## src/design/cmb_pkg.sv

```systemverilog
package cmb_pkg;
   localparam int NF = 16;
   localparam int NRX = 8;
   localparam int NTX = 9;
   localparam int NPROG = 6;
   localparam int NDED = 2;
   localparam int MSG_W = 104;
   localparam int RXI_W = 3;
   localparam int TXI_W = 4;
   localparam int HIT_W = 5;
   localparam int ASC_W = 4;
   typedef enum logic [1:0] {
      CMB_LEGACY = 2'h0,
      CMB_ENH = 2'h1,
      CMB_FIFO = 2'h3
   } cmb_mode_t;
   typedef enum logic {
      TX_IDLE = 1'h0,
      TX_SEND = 1'h1
   } cmb_tx_state_t;
   localparam logic [1:0] RMODE_FILT = 2'h0;
   localparam logic [1:0] RMODE_STD = 2'h1;
   localparam logic [1:0] RMODE_EXT = 2'h2;
   localparam logic [1:0] RMODE_ANY = 2'h3;
   localparam int RMODE_ALL_BIT = 1;
   localparam logic [NF-1:0] LEG_B0_FILT = 16'h0003;
   localparam logic [NF-1:0] LEG_B1_FILT = 16'h003c;
   localparam logic [4:0] ICODE_FIFO = 5'h10;
   localparam logic [4:0] ICODE_RST = 5'h00;
   localparam logic [3:0] CAP_MODE_CAN = 4'h3;
   localparam logic [RXI_W-1:0] FIFO_HEAD = 3'h0;
   localparam logic [RXI_W-1:0] FIFO_MIN_LAST = 3'h1;
   localparam logic [3:0] WM_FEW = 4'h1;
   localparam logic [3:0] WM_MANY = 4'h4;
   typedef struct packed {
      logic err;
      logic rtr;
      logic ext;
      logic [NF-1:0] hits;
      logic [MSG_W-1:0] body;
   } cmb_msg_t;
endpackage

```

## src/design/cmb_stream_if.sv

```systemverilog
`timescale 1ns/1ns
interface cmb_stream_if #(parameter int W = 8);
   logic valid;
   logic ready;
   logic [W-1:0] data;
   modport source (output valid, output data, input ready);
   modport sink (input valid, input data, output ready);
endinterface // cmb_stream_if

```

## src/design/cmb_skid.sv

```systemverilog
`timescale 1ns/1ns
module cmb_skid #(parameter int W = 8, parameter int DEPTH = 2) (
   input wire logic clk_sys,
   input wire logic rst,
   cmb_stream_if.sink s_in,
   cmb_stream_if.source s_out
);
   localparam int AW = (DEPTH > 1) ? $clog2(DEPTH) : 1;
   localparam int CW = $clog2(DEPTH + 1);
   logic [W-1:0] mem_q [DEPTH];
   logic [AW-1:0] wp_q, rp_q;
   logic [CW-1:0] cnt_q;
   logic push, pop;

   assign s_in.ready = (cnt_q != CW'(DEPTH));
   assign s_out.valid = (cnt_q != '0);
   assign s_out.data = mem_q[rp_q];
   assign push = s_in.valid & s_in.ready;
   assign pop = s_out.valid & s_out.ready;

   always_ff @(posedge clk_sys) begin
      if (push) begin
         mem_q[wp_q] <= s_in.data;
      end
   end

   always_ff @(posedge clk_sys) begin
      if (rst) begin
         wp_q <= '0;
         rp_q <= '0;
         cnt_q <= '0;
      end else begin
         if (push) begin
            wp_q <= (wp_q == AW'(DEPTH - 1)) ? '0 : wp_q + AW'(1);
         end
         if (pop) begin
            rp_q <= (rp_q == AW'(DEPTH - 1)) ? '0 : rp_q + AW'(1);
         end
         cnt_q <= cnt_q + CW'(push) - CW'(pop);
      end
   end
endmodule // cmb_skid

```

## src/design/cmb_tx_pick.sv

```systemverilog
`timescale 1ns/1ns
module cmb_tx_pick #(parameter int N = 9, parameter int IW = 4) (
   input wire logic [N-1:0] req,
   input wire logic [N-1:0][1:0] prio,
   output logic found,
   output logic [IW-1:0] idx
);
   logic [1:0] best;

   // Ascending scan with >= lets the higher buffer number win a tie
   always_comb begin
      found = 1'b0;
      idx = '0;
      best = '0;
      for (int i = 0; i < N; i++) begin
         if (req[i] && (!found || prio[i] >= best)) begin
            found = 1'b1;
            idx = IW'(i);
            best = prio[i];
         end
      end
   end
endmodule // cmb_tx_pick

```

## src/design/cmb_msgbuf.sv

```systemverilog
`timescale 1ns/1ns
module cmb_msgbuf
   import cmb_pkg::*;
#(
   parameter int SKID_DEPTH = 2
) (
   input wire logic clk_sys,
   input wire logic rst,
   input wire cmb_mode_t op_mode,
   input wire logic [NTX-1:0] tx_request_flag,
   input wire logic [NTX-1:0][1:0] tx_priority_field,
   input wire logic [NPROG-1:0] prog_tx_enable,
   input wire logic bus_idle,
   input wire logic tx_done,
   output logic tx_start,
   output logic [TXI_W-1:0] tx_buffer_sel,
   output logic tx_busy,
   input wire logic asm_valid,
   output logic asm_ready,
   input wire logic [MSG_W-1:0] asm_body,
   input wire logic asm_ident_ext,
   input wire logic asm_rtr,
   input wire logic asm_error,
   input wire logic [NF-1:0] filter_match,
   input wire logic [NF-1:0] filter_enable,
   input wire logic [NF-1:0] filter_extended_enable,
   input wire logic [NF-1:0] mask_ident_type,
   input wire logic [NF-1:0][ASC_W-1:0] filter_buffer_assoc,
   input wire logic [NRX-1:0][1:0] receive_mode_field,
   input wire logic rollover_enable,
   input wire logic rx_int_enable,
   input wire logic fifo_watermark_select,
   input wire logic fw_hold,
   input wire logic clr_full,
   input wire logic [RXI_W-1:0] clr_idx,
   input wire logic [RXI_W-1:0] rd_idx,
   output logic [NRX-1:0] rx_buffer_full_flag,
   output logic [MSG_W-1:0] rd_body,
   output logic [HIT_W-1:0] rd_filter_hit,
   output logic rd_rtr,
   output logic rd_ident_type,
   output logic rx_irq,
   output logic rx_overflow,
   output logic fifo_wm_irq,
   output logic [4:0] interrupt_code_field,
   output logic [3:0] fifo_read_pointer,
   input wire logic timestamp_capture_enable,
   input wire logic [3:0] capture_unit_mode,
   input wire logic capture_pin,
   output logic capture_trigger,
   output logic capture_input
);
   cmb_stream_if #(.W($bits(cmb_msg_t))) s_in ();
   cmb_stream_if #(.W($bits(cmb_msg_t))) s_out ();
   cmb_msg_t hd;
   logic [NRX-1:0] full_q, is_tx, cand;
   logic [MSG_W-1:0] msg_q [NRX];
   logic [HIT_W-1:0] hit_q [NRX];
   logic [NRX-1:0] rtr_q, ext_q;
   logic [NF-1:0] okf;
   logic ld_ok, ld_fire, ovf, discard, roll;
   logic [RXI_W-1:0] ld_idx, wr_q, rd_q, fifo_last;
   logic [HIT_W-1:0] ld_hit;
   logic [3:0] fill, free_cnt;
   logic [4:0] icode_q;
   logic rx_irq_q, ovf_q, wm_q, cap_q;
   logic tx_found, tx_go, tx_start_q, tx_better;
   logic [TXI_W-1:0] tx_idx, tx_sel_q;
   logic [NTX-1:0] tx_req_m;
   cmb_tx_state_t tx_state_q;

   function automatic logic [HIT_W-1:0] low_filt(input logic [NF-1:0] v);
      low_filt = '0;
      for (int i = NF - 1; i >= 0; i--) begin
         if (v[i]) low_filt = HIT_W'(i);
      end
   endfunction

   function automatic logic rm_ok(input logic [1:0] rm, input logic ext);
      case (rm)
         RMODE_STD: rm_ok = !ext;
         RMODE_EXT: rm_ok = ext;
         default: rm_ok = 1'b1;
      endcase
   endfunction

   // Assembly side never waits on a full receive buffer; only fw_hold stalls it
   assign s_in.valid = asm_valid;
   assign s_in.data = cmb_msg_t'{err: asm_error, rtr: asm_rtr, ext: asm_ident_ext,
                                 hits: filter_match, body: asm_body};
   assign asm_ready = s_in.ready;
   assign s_out.ready = !fw_hold;
   assign hd = s_out.data;

   cmb_skid #(.W($bits(cmb_msg_t)), .DEPTH(SKID_DEPTH)) u_skid (
      .clk_sys(clk_sys),
      .rst(rst),
      .s_in(s_in),
      .s_out(s_out)
   );

   // FIFO ends before the first programmable buffer set to transmit
   always_comb begin
      logic stop;
      stop = 1'b0;
      fifo_last = FIFO_MIN_LAST;
      is_tx = '0;
      for (int p = 0; p < NPROG; p++) begin
         is_tx[p + NDED] = prog_tx_enable[p];
         if (prog_tx_enable[p]) stop = 1'b1;
         if (!stop) fifo_last = fifo_last + RXI_W'(1);
      end
   end

   always_comb begin
      fill = '0;
      for (int b = 0; b < NRX; b++) begin
         if (RXI_W'(b) <= fifo_last) fill = fill + 4'(full_q[b]);
      end
      free_cnt = 4'(fifo_last) + 4'h1 - fill;
   end

   // Acceptance and target selection
   always_comb begin
      ld_ok = 1'b0;
      ld_idx = '0;
      ld_hit = '0;
      ovf = 1'b0;
      discard = 1'b0;
      roll = 1'b0;
      cand = '0;
      for (int f = 0; f < NF; f++) begin
         if (op_mode == CMB_LEGACY) begin
            okf[f] = hd.hits[f] & (filter_extended_enable[f] == hd.ext) & !hd.err;
         end else begin
            okf[f] = filter_enable[f] & hd.hits[f] & !hd.err &
                     (!mask_ident_type[f] | (filter_extended_enable[f] == hd.ext));
         end
      end
      unique case (op_mode)
         CMB_LEGACY: begin
            cand[0] = (receive_mode_field[0] == RMODE_ANY) |
                      ((|(okf & LEG_B0_FILT)) & rm_ok(receive_mode_field[0], hd.ext));
            cand[1] = (receive_mode_field[1] == RMODE_ANY) |
                      ((|(okf & LEG_B1_FILT)) & rm_ok(receive_mode_field[1], hd.ext));
            if (cand[0]) begin
               ld_hit = low_filt(okf & LEG_B0_FILT);
               if (!full_q[0]) begin
                  ld_ok = 1'b1;
               end else if (rollover_enable && !full_q[1]) begin
                  ld_ok = 1'b1;
                  roll = 1'b1;
                  ld_idx = RXI_W'(1);
               end else begin
                  ovf = 1'b1;
               end
            end else if (cand[1]) begin
               ld_hit = low_filt(okf & LEG_B1_FILT);
               ld_idx = RXI_W'(1);
               ld_ok = !full_q[1];
               ovf = full_q[1];
            end
         end
         CMB_FIFO: begin
            if ((|okf) || receive_mode_field[0][RMODE_ALL_BIT]) begin
               ld_hit = low_filt(okf);
               ld_idx = wr_q;
               ld_ok = !full_q[wr_q];
               ovf = full_q[wr_q];
            end
         end
         CMB_ENH: begin
            for (int f = 0; f < NF; f++) begin
               if (okf[f] && filter_buffer_assoc[f] < ASC_W'(NRX)) begin
                  if (is_tx[filter_buffer_assoc[f][RXI_W-1:0]]) begin
                     discard = 1'b1;
                  end else begin
                     cand[filter_buffer_assoc[f][RXI_W-1:0]] = 1'b1;
                  end
               end
            end
            for (int b = 0; b < NRX; b++) begin
               if (!is_tx[b] && receive_mode_field[b][RMODE_ALL_BIT]) cand[b] = 1'b1;
            end
            for (int b = NRX - 1; b >= 0; b--) begin
               if (cand[b]) ld_idx = RXI_W'(b);
            end
            for (int f = NF - 1; f >= 0; f--) begin
               if (okf[f] && filter_buffer_assoc[f] == ASC_W'(ld_idx)) ld_hit = HIT_W'(f);
            end
            if ((|cand) && !discard) begin
               ld_ok = !full_q[ld_idx];
               ovf = full_q[ld_idx];
            end
         end
      endcase
   end

   assign ld_fire = s_out.valid & s_out.ready & ld_ok;

   // Set wins over a firmware clear in the same cycle
   always_ff @(posedge clk_sys) begin
      if (rst) begin
         full_q <= '0;
      end else begin
         for (int b = 0; b < NRX; b++) begin
            if (ld_fire && ld_idx == RXI_W'(b)) begin
               full_q[b] <= 1'b1;
            end else if (clr_full && clr_idx == RXI_W'(b)) begin
               full_q[b] <= 1'b0;
            end
         end
      end
   end

   always_ff @(posedge clk_sys) begin
      if (ld_fire) begin
         msg_q[ld_idx] <= hd.body;
         hit_q[ld_idx] <= ld_hit;
         rtr_q[ld_idx] <= hd.rtr;
         ext_q[ld_idx] <= hd.ext;
      end
   end

   always_ff @(posedge clk_sys) begin
      if (rst) begin
         rd_body <= '0;
         rd_filter_hit <= '0;
         rd_rtr <= 1'b0;
         rd_ident_type <= 1'b0;
      end else begin
         rd_body <= msg_q[rd_idx];
         rd_filter_hit <= hit_q[rd_idx];
         rd_rtr <= rtr_q[rd_idx];
         rd_ident_type <= ext_q[rd_idx];
      end
   end

   // Pointers reset to the head whenever FIFO mode is off
   always_ff @(posedge clk_sys) begin
      if (rst || op_mode != CMB_FIFO) begin
         wr_q <= FIFO_HEAD;
         rd_q <= FIFO_HEAD;
      end else begin
         if (ld_fire) begin
            wr_q <= (wr_q >= fifo_last) ? FIFO_HEAD : wr_q + RXI_W'(1);
         end
         if (clr_full && clr_idx == rd_q && full_q[rd_q]) begin
            rd_q <= (rd_q >= fifo_last) ? FIFO_HEAD : rd_q + RXI_W'(1);
         end
      end
   end

   always_ff @(posedge clk_sys) begin
      if (rst) begin
         icode_q <= ICODE_RST;
         rx_irq_q <= 1'b0;
         ovf_q <= 1'b0;
         wm_q <= 1'b0;
         cap_q <= 1'b0;
      end else begin
         if (ld_fire && op_mode == CMB_FIFO) icode_q <= ICODE_FIFO;
         rx_irq_q <= ld_fire & rx_int_enable;
         ovf_q <= s_out.valid & s_out.ready & ovf;
         wm_q <= ld_fire && op_mode == CMB_FIFO &&
                 free_cnt == (fifo_watermark_select ? WM_FEW : WM_MANY) + 4'h1;
         cap_q <= ld_fire & timestamp_capture_enable &
                  (capture_unit_mode == CAP_MODE_CAN);
      end
   end

   assign rx_buffer_full_flag = full_q;
   assign rx_irq = rx_irq_q;
   assign rx_overflow = ovf_q;
   assign fifo_wm_irq = wm_q;
   assign interrupt_code_field = icode_q;
   assign fifo_read_pointer = 4'(rd_q);
   assign capture_trigger = cap_q;
   // Capture unit sees the receive event in place of its own pin
   assign capture_input = timestamp_capture_enable ? cap_q : capture_pin;

   // Transmit: programmable buffers only count when set to transmit
   assign tx_req_m = tx_request_flag & {prog_tx_enable, {(NTX - NPROG){1'b1}}};

   cmb_tx_pick #(.N(NTX), .IW(TXI_W)) u_pick (
      .req(tx_req_m),
      .prio(tx_priority_field),
      .found(tx_found),
      .idx(tx_idx)
   );

   assign tx_go = (tx_state_q == TX_IDLE) & bus_idle & tx_found;

   always_ff @(posedge clk_sys) begin
      if (rst) begin
         tx_state_q <= TX_IDLE;
         tx_sel_q <= '0;
         tx_start_q <= 1'b0;
      end else begin
         tx_start_q <= tx_go;
         unique case (tx_state_q)
            TX_IDLE: begin
               if (tx_go) begin
                  tx_state_q <= TX_SEND;
                  tx_sel_q <= tx_idx;
               end
            end
            TX_SEND: begin
               if (tx_done) tx_state_q <= TX_IDLE;
            end
         endcase
      end
   end

   assign tx_start = tx_start_q;
   assign tx_buffer_sel = tx_sel_q;
   assign tx_busy = (tx_state_q == TX_SEND);

   always_comb begin
      tx_better = 1'b0;
      for (int j = 0; j < NTX; j++) begin
         if (tx_req_m[j] && (tx_priority_field[j] > tx_priority_field[tx_idx] ||
             (tx_priority_field[j] == tx_priority_field[tx_idx] && TXI_W'(j) > tx_idx)))
            tx_better = 1'b1;
      end
   end
endmodule // cmb_msgbuf

```

## config.mk

```make
export PLATFORM = sky130hd
export DESIGN_NAME = cmb_msgbuf
export DESIGN_NICKNAME = d
export VERILOG_FILES = /design/src/design/cmb_pkg.sv /design/src/design/cmb_stream_if.sv /design/src/design/cmb_skid.sv /design/src/design/cmb_tx_pick.sv /design/src/design/cmb_msgbuf.sv
export SDC_FILE = /design/constraint.sdc
export NUM_CORES = 1
export LEC_CHECK = 0
export CORE_MARGIN = 10
export CORE_UTILIZATION = 53
export DETAILED_ROUTE_END_ITERATION = 6
export DONT_BUFFER_PORTS = 1
export GPL_TIMING_DRIVEN = 0
export PLACE_DENSITY = 0.67
export RECOVER_POWER = 100
export SLEW_MARGIN = 20
export SYNTH_ARGS = -nofsm -noshare
export SYNTH_HDL_FRONTEND = slang
export SYNTH_HIERARCHICAL = 1
export SYNTH_SLANG_ARGS = --single-unit
```

## constraint.sdc

```tcl
create_clock -name clk_sys -period 17 [get_ports clk_sys]
set_clock_uncertainty 0.1 [all_clocks]
set_input_delay 0 -clock clk_sys [delete_from_list [all_inputs] [get_ports clk_sys]]
set_output_delay 0 -clock clk_sys [all_outputs]
set_load 0.05 [all_outputs]
```

Yosys cells after proc, flatten, opt, wreduce, memory -nomap -nowiden
Memories as Yosys holds them, arrays and structs flattened. A register that Yosys moved wholly into a read port is not among the register bits.
Index checks and enable logic that the tools add are counted.

word-level totals
  flip-flop bits (word level) = 47
  memory bits (writable) = 1,118
  input bits = 308
  logic and storage cells = 804
  memories kept = 3

operators by class
  $add $sub $neg = 21
  $lt $le $gt $ge = 72
  eq/ne operators = 59
  muxes and demuxes = 349
  bitwise logic cells = 126
  reduce and logical (&&, ||, !) cells = 149

memories
  name          words  bits a word  read ports  clocked after Yosys merged registers in  write ports  RTL line          source
  msg_q         8      104          1           1                                        1            cmb_msgbuf.sv:57  logic [MSG_W-1:0] msg_q [NRX];
  u_skid.mem_q  2      123          1           1                                        1            cmb_skid.sv:10    logic [W-1:0] mem_q [DEPTH];
  hit_q         8      5            1           1                                        1            cmb_msgbuf.sv:58  logic [HIT_W-1:0] hit_q [NRX];

operators by type and width
  kind                                                         count
  2-to-1 mux 8 bit                                             47
  2-to-1 mux 5 bit                                             37
  2-to-1 mux 1 bit                                             173
  OR 8 bit                                                     15
  bitwise AND 1 bit                                            91
  logical AND 1 bit                                            85
  less-than comparator 3 x 4 -> 1 bit (second input constant)  21
  2-to-1 mux 3 bit                                             24
  == test 4 x 3 -> 1 bit                                       16
  less-than comparator 4 bit (second input constant)           16
  binary-select mux 1 bit (select 3 bit)                       21
  demux 1 bit (select 3 bit)                                   17
  >= comparator 3 x 1 -> 1 bit (second input constant)         17
  2-to-1 mux 4 bit                                             10
  zero test 1 bit                                              37
  adder 4 x 1 -> 4 bit                                         7
  == test 3 bit (second input constant)                        8
  2-to-1 mux 2 bit                                             11
  adder 3 x 1 -> 3 bit (second input constant)                 7
  OR 1 bit                                                     18
  nonzero test 2 bit                                           9
  bitwise mux 8 bit                                            2
  == test 1 bit                                                16
  >= comparator 2 bit                                          8
  other kinds (31)                                             63

Depth between registers and ports, before layout
  word-level depth = 96
  gate-level depth with buffers = 50

By module
The synthesis kept the hierarchy.

modules (own cells, without submodules)
  module       instances  cells each  area each (sq um)
  cmb_msgbuf   1          2,604       43,284.0
  cmb_skid     1          412         9,421.5
  cmb_tx_pick  1          108         780.7

Least setup slack after synthesis
Ideal clock, no wire load.

  kind = register to register
  from = reg with a tool-made name
  to = reg ext_q[5] (enable)
  setup time = 0.713 ns
  arrival = 11.637 ns
  data required time = 16.187 ns
  slack = 4.550 ns
  stages on the path, launching flop included = 20
  buffers on the path = 5
  clock period less this slack = 12.450 ns
  path through = dfxtp_1 > buf_6 > buf_8 > mux2_2 > buf_6 > xor2_1 > a211o_1 > or4_1 > o311ai_1 > nor2_1 > and4_1 > a211o_1 > a21o_1 > buf_6 > a211oi_1 > a211oi_1 > o41ai_4 > nand3_1 > buf_4 > nor3_1

RTL lines
  element                         RTL line           source
  end signal: indexed assignment  cmb_msgbuf.sv:221  ext_q[ld_idx] <= hd.ext;
  end: declaration                cmb_msgbuf.sv:59   logic [NRX-1:0] rtr_q, ext_q;

==> out/qor.csv <==
metric,value,unit
fin crit share,78.6,%
crit end category,flop,
setup violators final,0,
PostCTS Resize Cnt,0,
Die ar.,114000,sq um
Total Wirelength,154,mm
share of cells above drive strength 1,14.8,%
Remaining DRCs,0,
postcts setup bufs,0,
post-DR vias/cell,6.21,
dominant synthesized flop cell,edfxtp_1,
placer congestion estimate,0.993,
"EDFF count, synth",1126,
Total Routing Usage GR,26.9,%
IO Pins,448,
clock sinks,1266,
"area leader, netlist",edfxtp_1,
worst hold-check path type,in2reg,
Die X,338,um
H-tree depth,4,
Netlist cell types,114,
Peak supply drop,0.000120,V
status,"finished, violations left",
Tmin final,13.36,ns
largest net degree at the start of global routing,73,
max-cap viol count,17,
fmax,74.9,MHz
Final Hold Viols,0,
"non-filler cells, final",5059,
Layout Nets,3995,
clk_lat worst skew,0.75,ns
power per cell area,121,nW/um^2
Num CTS Buffers,131,
clock slew at reported path FFs,0.06,ns
via count,31400,
setup ws final,3.64,ns
Leakage,20.9,nW
startpoint types,flop,
"top cells by area, synth","edfxtp_1, mux4_2, dfxtp_1",
async set-reset flop share out of synthesis,0,%
CTS tree,yes,
Initial DRT Pass Iterations,6,
Slew @ Worst Pin,4.27,ns
Fill cells,7204,
placed cells,4512,
WP data required,17.23,ns
core area,100000,sq um
crit path kind,reg2reg,
Congestion Overflow GR,0,
initial antenna violation count,15,
1st-iter DRT viols,3057,
Syn Area/Cell,17.1,sq um
WP data arrival,13.59,ns
Routed WL per cell,30.4,um
share of the synthesized area in the top cell type,63.2,%
area added between synthesis and finish,17.0,%
DRT antenna net count,0,
Worst R2R Setup Slack,3.64,ns
Slew HR,-185,%
Final Util,62.5,%
Cells after Synth,3124,
Site Rows,116,
Root Buffer Master,clkbuf_16,
CP max FO,17,
DP Area,56400,sq um
initial core utilization,53.4,%
final slew viol count,464,
Synth Cell Area,53500,sq um
sequential element share of the synthesized area,68.5,%
Clock Tree Buf Depth,3,
Pwr Total,7.59,mW
Synth Register Bits,1266,
first-pass GRT wire length,222,mm
post-DP HPWL,107,mm
failing checks,"capacitance limit, slew limit",
die height,338,um
"worst slack, placed",6.40,ns
Port Buf Inserts,0,
hold_buf cts,293,
RSZ-0062 raised after global routing,no,
vias in the first global route,32200,
Yosys Warn Count,6,
post-route cell area,62600,sq um
## power breakdown
part	internal (mW)	total, mW	switching (mW)
registers	3.67	3.78	0.112
logic	0.323	0.938	0.615
clock network	1.69	2.87	1.18
total	5.68	7.59	1.91
## cells by family after synthesis
group	after synthesis	share of synthesized area, %
muxes	513	15.8
other	1	0.00701
and+or+nand+nor	672	6.60
buffers and inverters	228	1.95
xor gates and xnor gates	70	1.20
AOI/OAI and AO/OA	326	4.80
DFF	1266	68.5
adders and majority gates	48	1.13
## final timing paths
path	startpoint	endpoint	cells past startpoint
worst max-delay path	flop	msg_q[6][71]$_DFFE_PP_	23
worst min-delay path	rd_idx[1]	rd_body[94]$_SDFF_PP0_	4
worst max register to register	flop	msg_q[6][71]$_DFFE_PP_	23
worst min register to register	wr_q[0]$_SDFFE_PP0P_	wr_q[0]$_SDFFE_PP0P_	2
## cell usage in the layout (no fill, tap or decap), drive strengths merged, types with 57 or more instances in the layout
| master | instances |
|---|---|
| nand2 | 94 |
| mux4 | 231 |
| mux2i | 133 |
| dfxtp | 140 |
| mux2 | 149 |
| nor2 | 230 |
| inv | 57 |
| dlygate4sd3 | 293 |
| edfxtp | 1126 |
| clkbuf | 397 |
## per-layer routing
metal / vias to the layer above / track usage, % / wire length [um] / part of all wire, %
met2: 1441 / 44.4 / 75500 / 49
met1: 16200 / 34.5 / 59900 / 39
met5: - / 0 / 38 / 0.025
met4: 6 / 9.76 / 5550 / 3.6
li1: 13500 / - / - / -
met3: 314 / 6.68 / 13000 / 8.5
## Yosys cell counts, drive strengths merged (25+ instances only)
library cell and number:
nor2 230, nand4 34, inv 53, xnor2 54, mux4 231, ha 46, nor3 36, o21ai 49
nand2 94, mux2 149, nor2b 36, edfxtp 1126, clkbuf 96, nand2b 53, and2 25, mux2i 133
a21oi 45, buf 79, dfxtp 140, nand3 35
## registers in the layout (all words and copies together), names as in the netlist, 2 cells and up, named ones only
signal / cells
msg_q: 832
u_skid/mem_q: 246
rd_body: 104
hit_q: 32
ext_q: 8
rtr_q: 8
rx_buffer_full_flag: 8
rd_filter_hit: 4
tx_buffer_sel: 4
rd_q: 3
wr_q: 3
u_skid/cnt_q: 2
## area by class of cell
class	count	area [sq um]	area share, %
inverters	53	200	0.320
clock buffers	193	3690	5.89
plain buffers	175	761	1.22
diodes	12	30.0	0.0480
flip-flops and latches	1266	36600	58.5
repair buffers	378	3400	5.44
multi-input cells	1635	15600	24.9
well taps	1298	1620	2.60
clock inverters	49	691	1.10
## stage by stage
| step | hold WS [ns] | TNS, ns |
|---|---|---|
| after floorplan | -0.0309 | 0 |
| after global placement | -0.0274 | -1578.39 |
| after detailed placement | -0.0226 | 0 |
| after CTS | 0.00197 | 0 |
| after global routing | 0.0659 | 0 |
| final | 0.0763 | 0 |
## critical path, stage by stage, from the launching register on
cell and delay, ns:
dfxtp_1 0.30, clkbuf_1 0.63, clkbuf_1 0.86, clkbuf_1 0.75, mux2_1 0.39, nor2b_1 0.15, o221ai_1 0.22, clkbuf_1 0.48
or4_1 0.19, o221ai_1 0.15, a2111oi_0 0.96, inv_1 0.16, nor2_1 0.38, a21o_1 0.17, clkbuf_1 0.50, mux2i_1 0.30
a211oi_1 0.14, o41ai_1 0.77, nand4_1 0.32, nor2b_1 1.07, clkbuf_1 1.16, clkbuf_1 0.92, clkbuf_1 0.75, clkbuf_1 1.07
No activity file was read; power rests on OpenSTA's default activity.
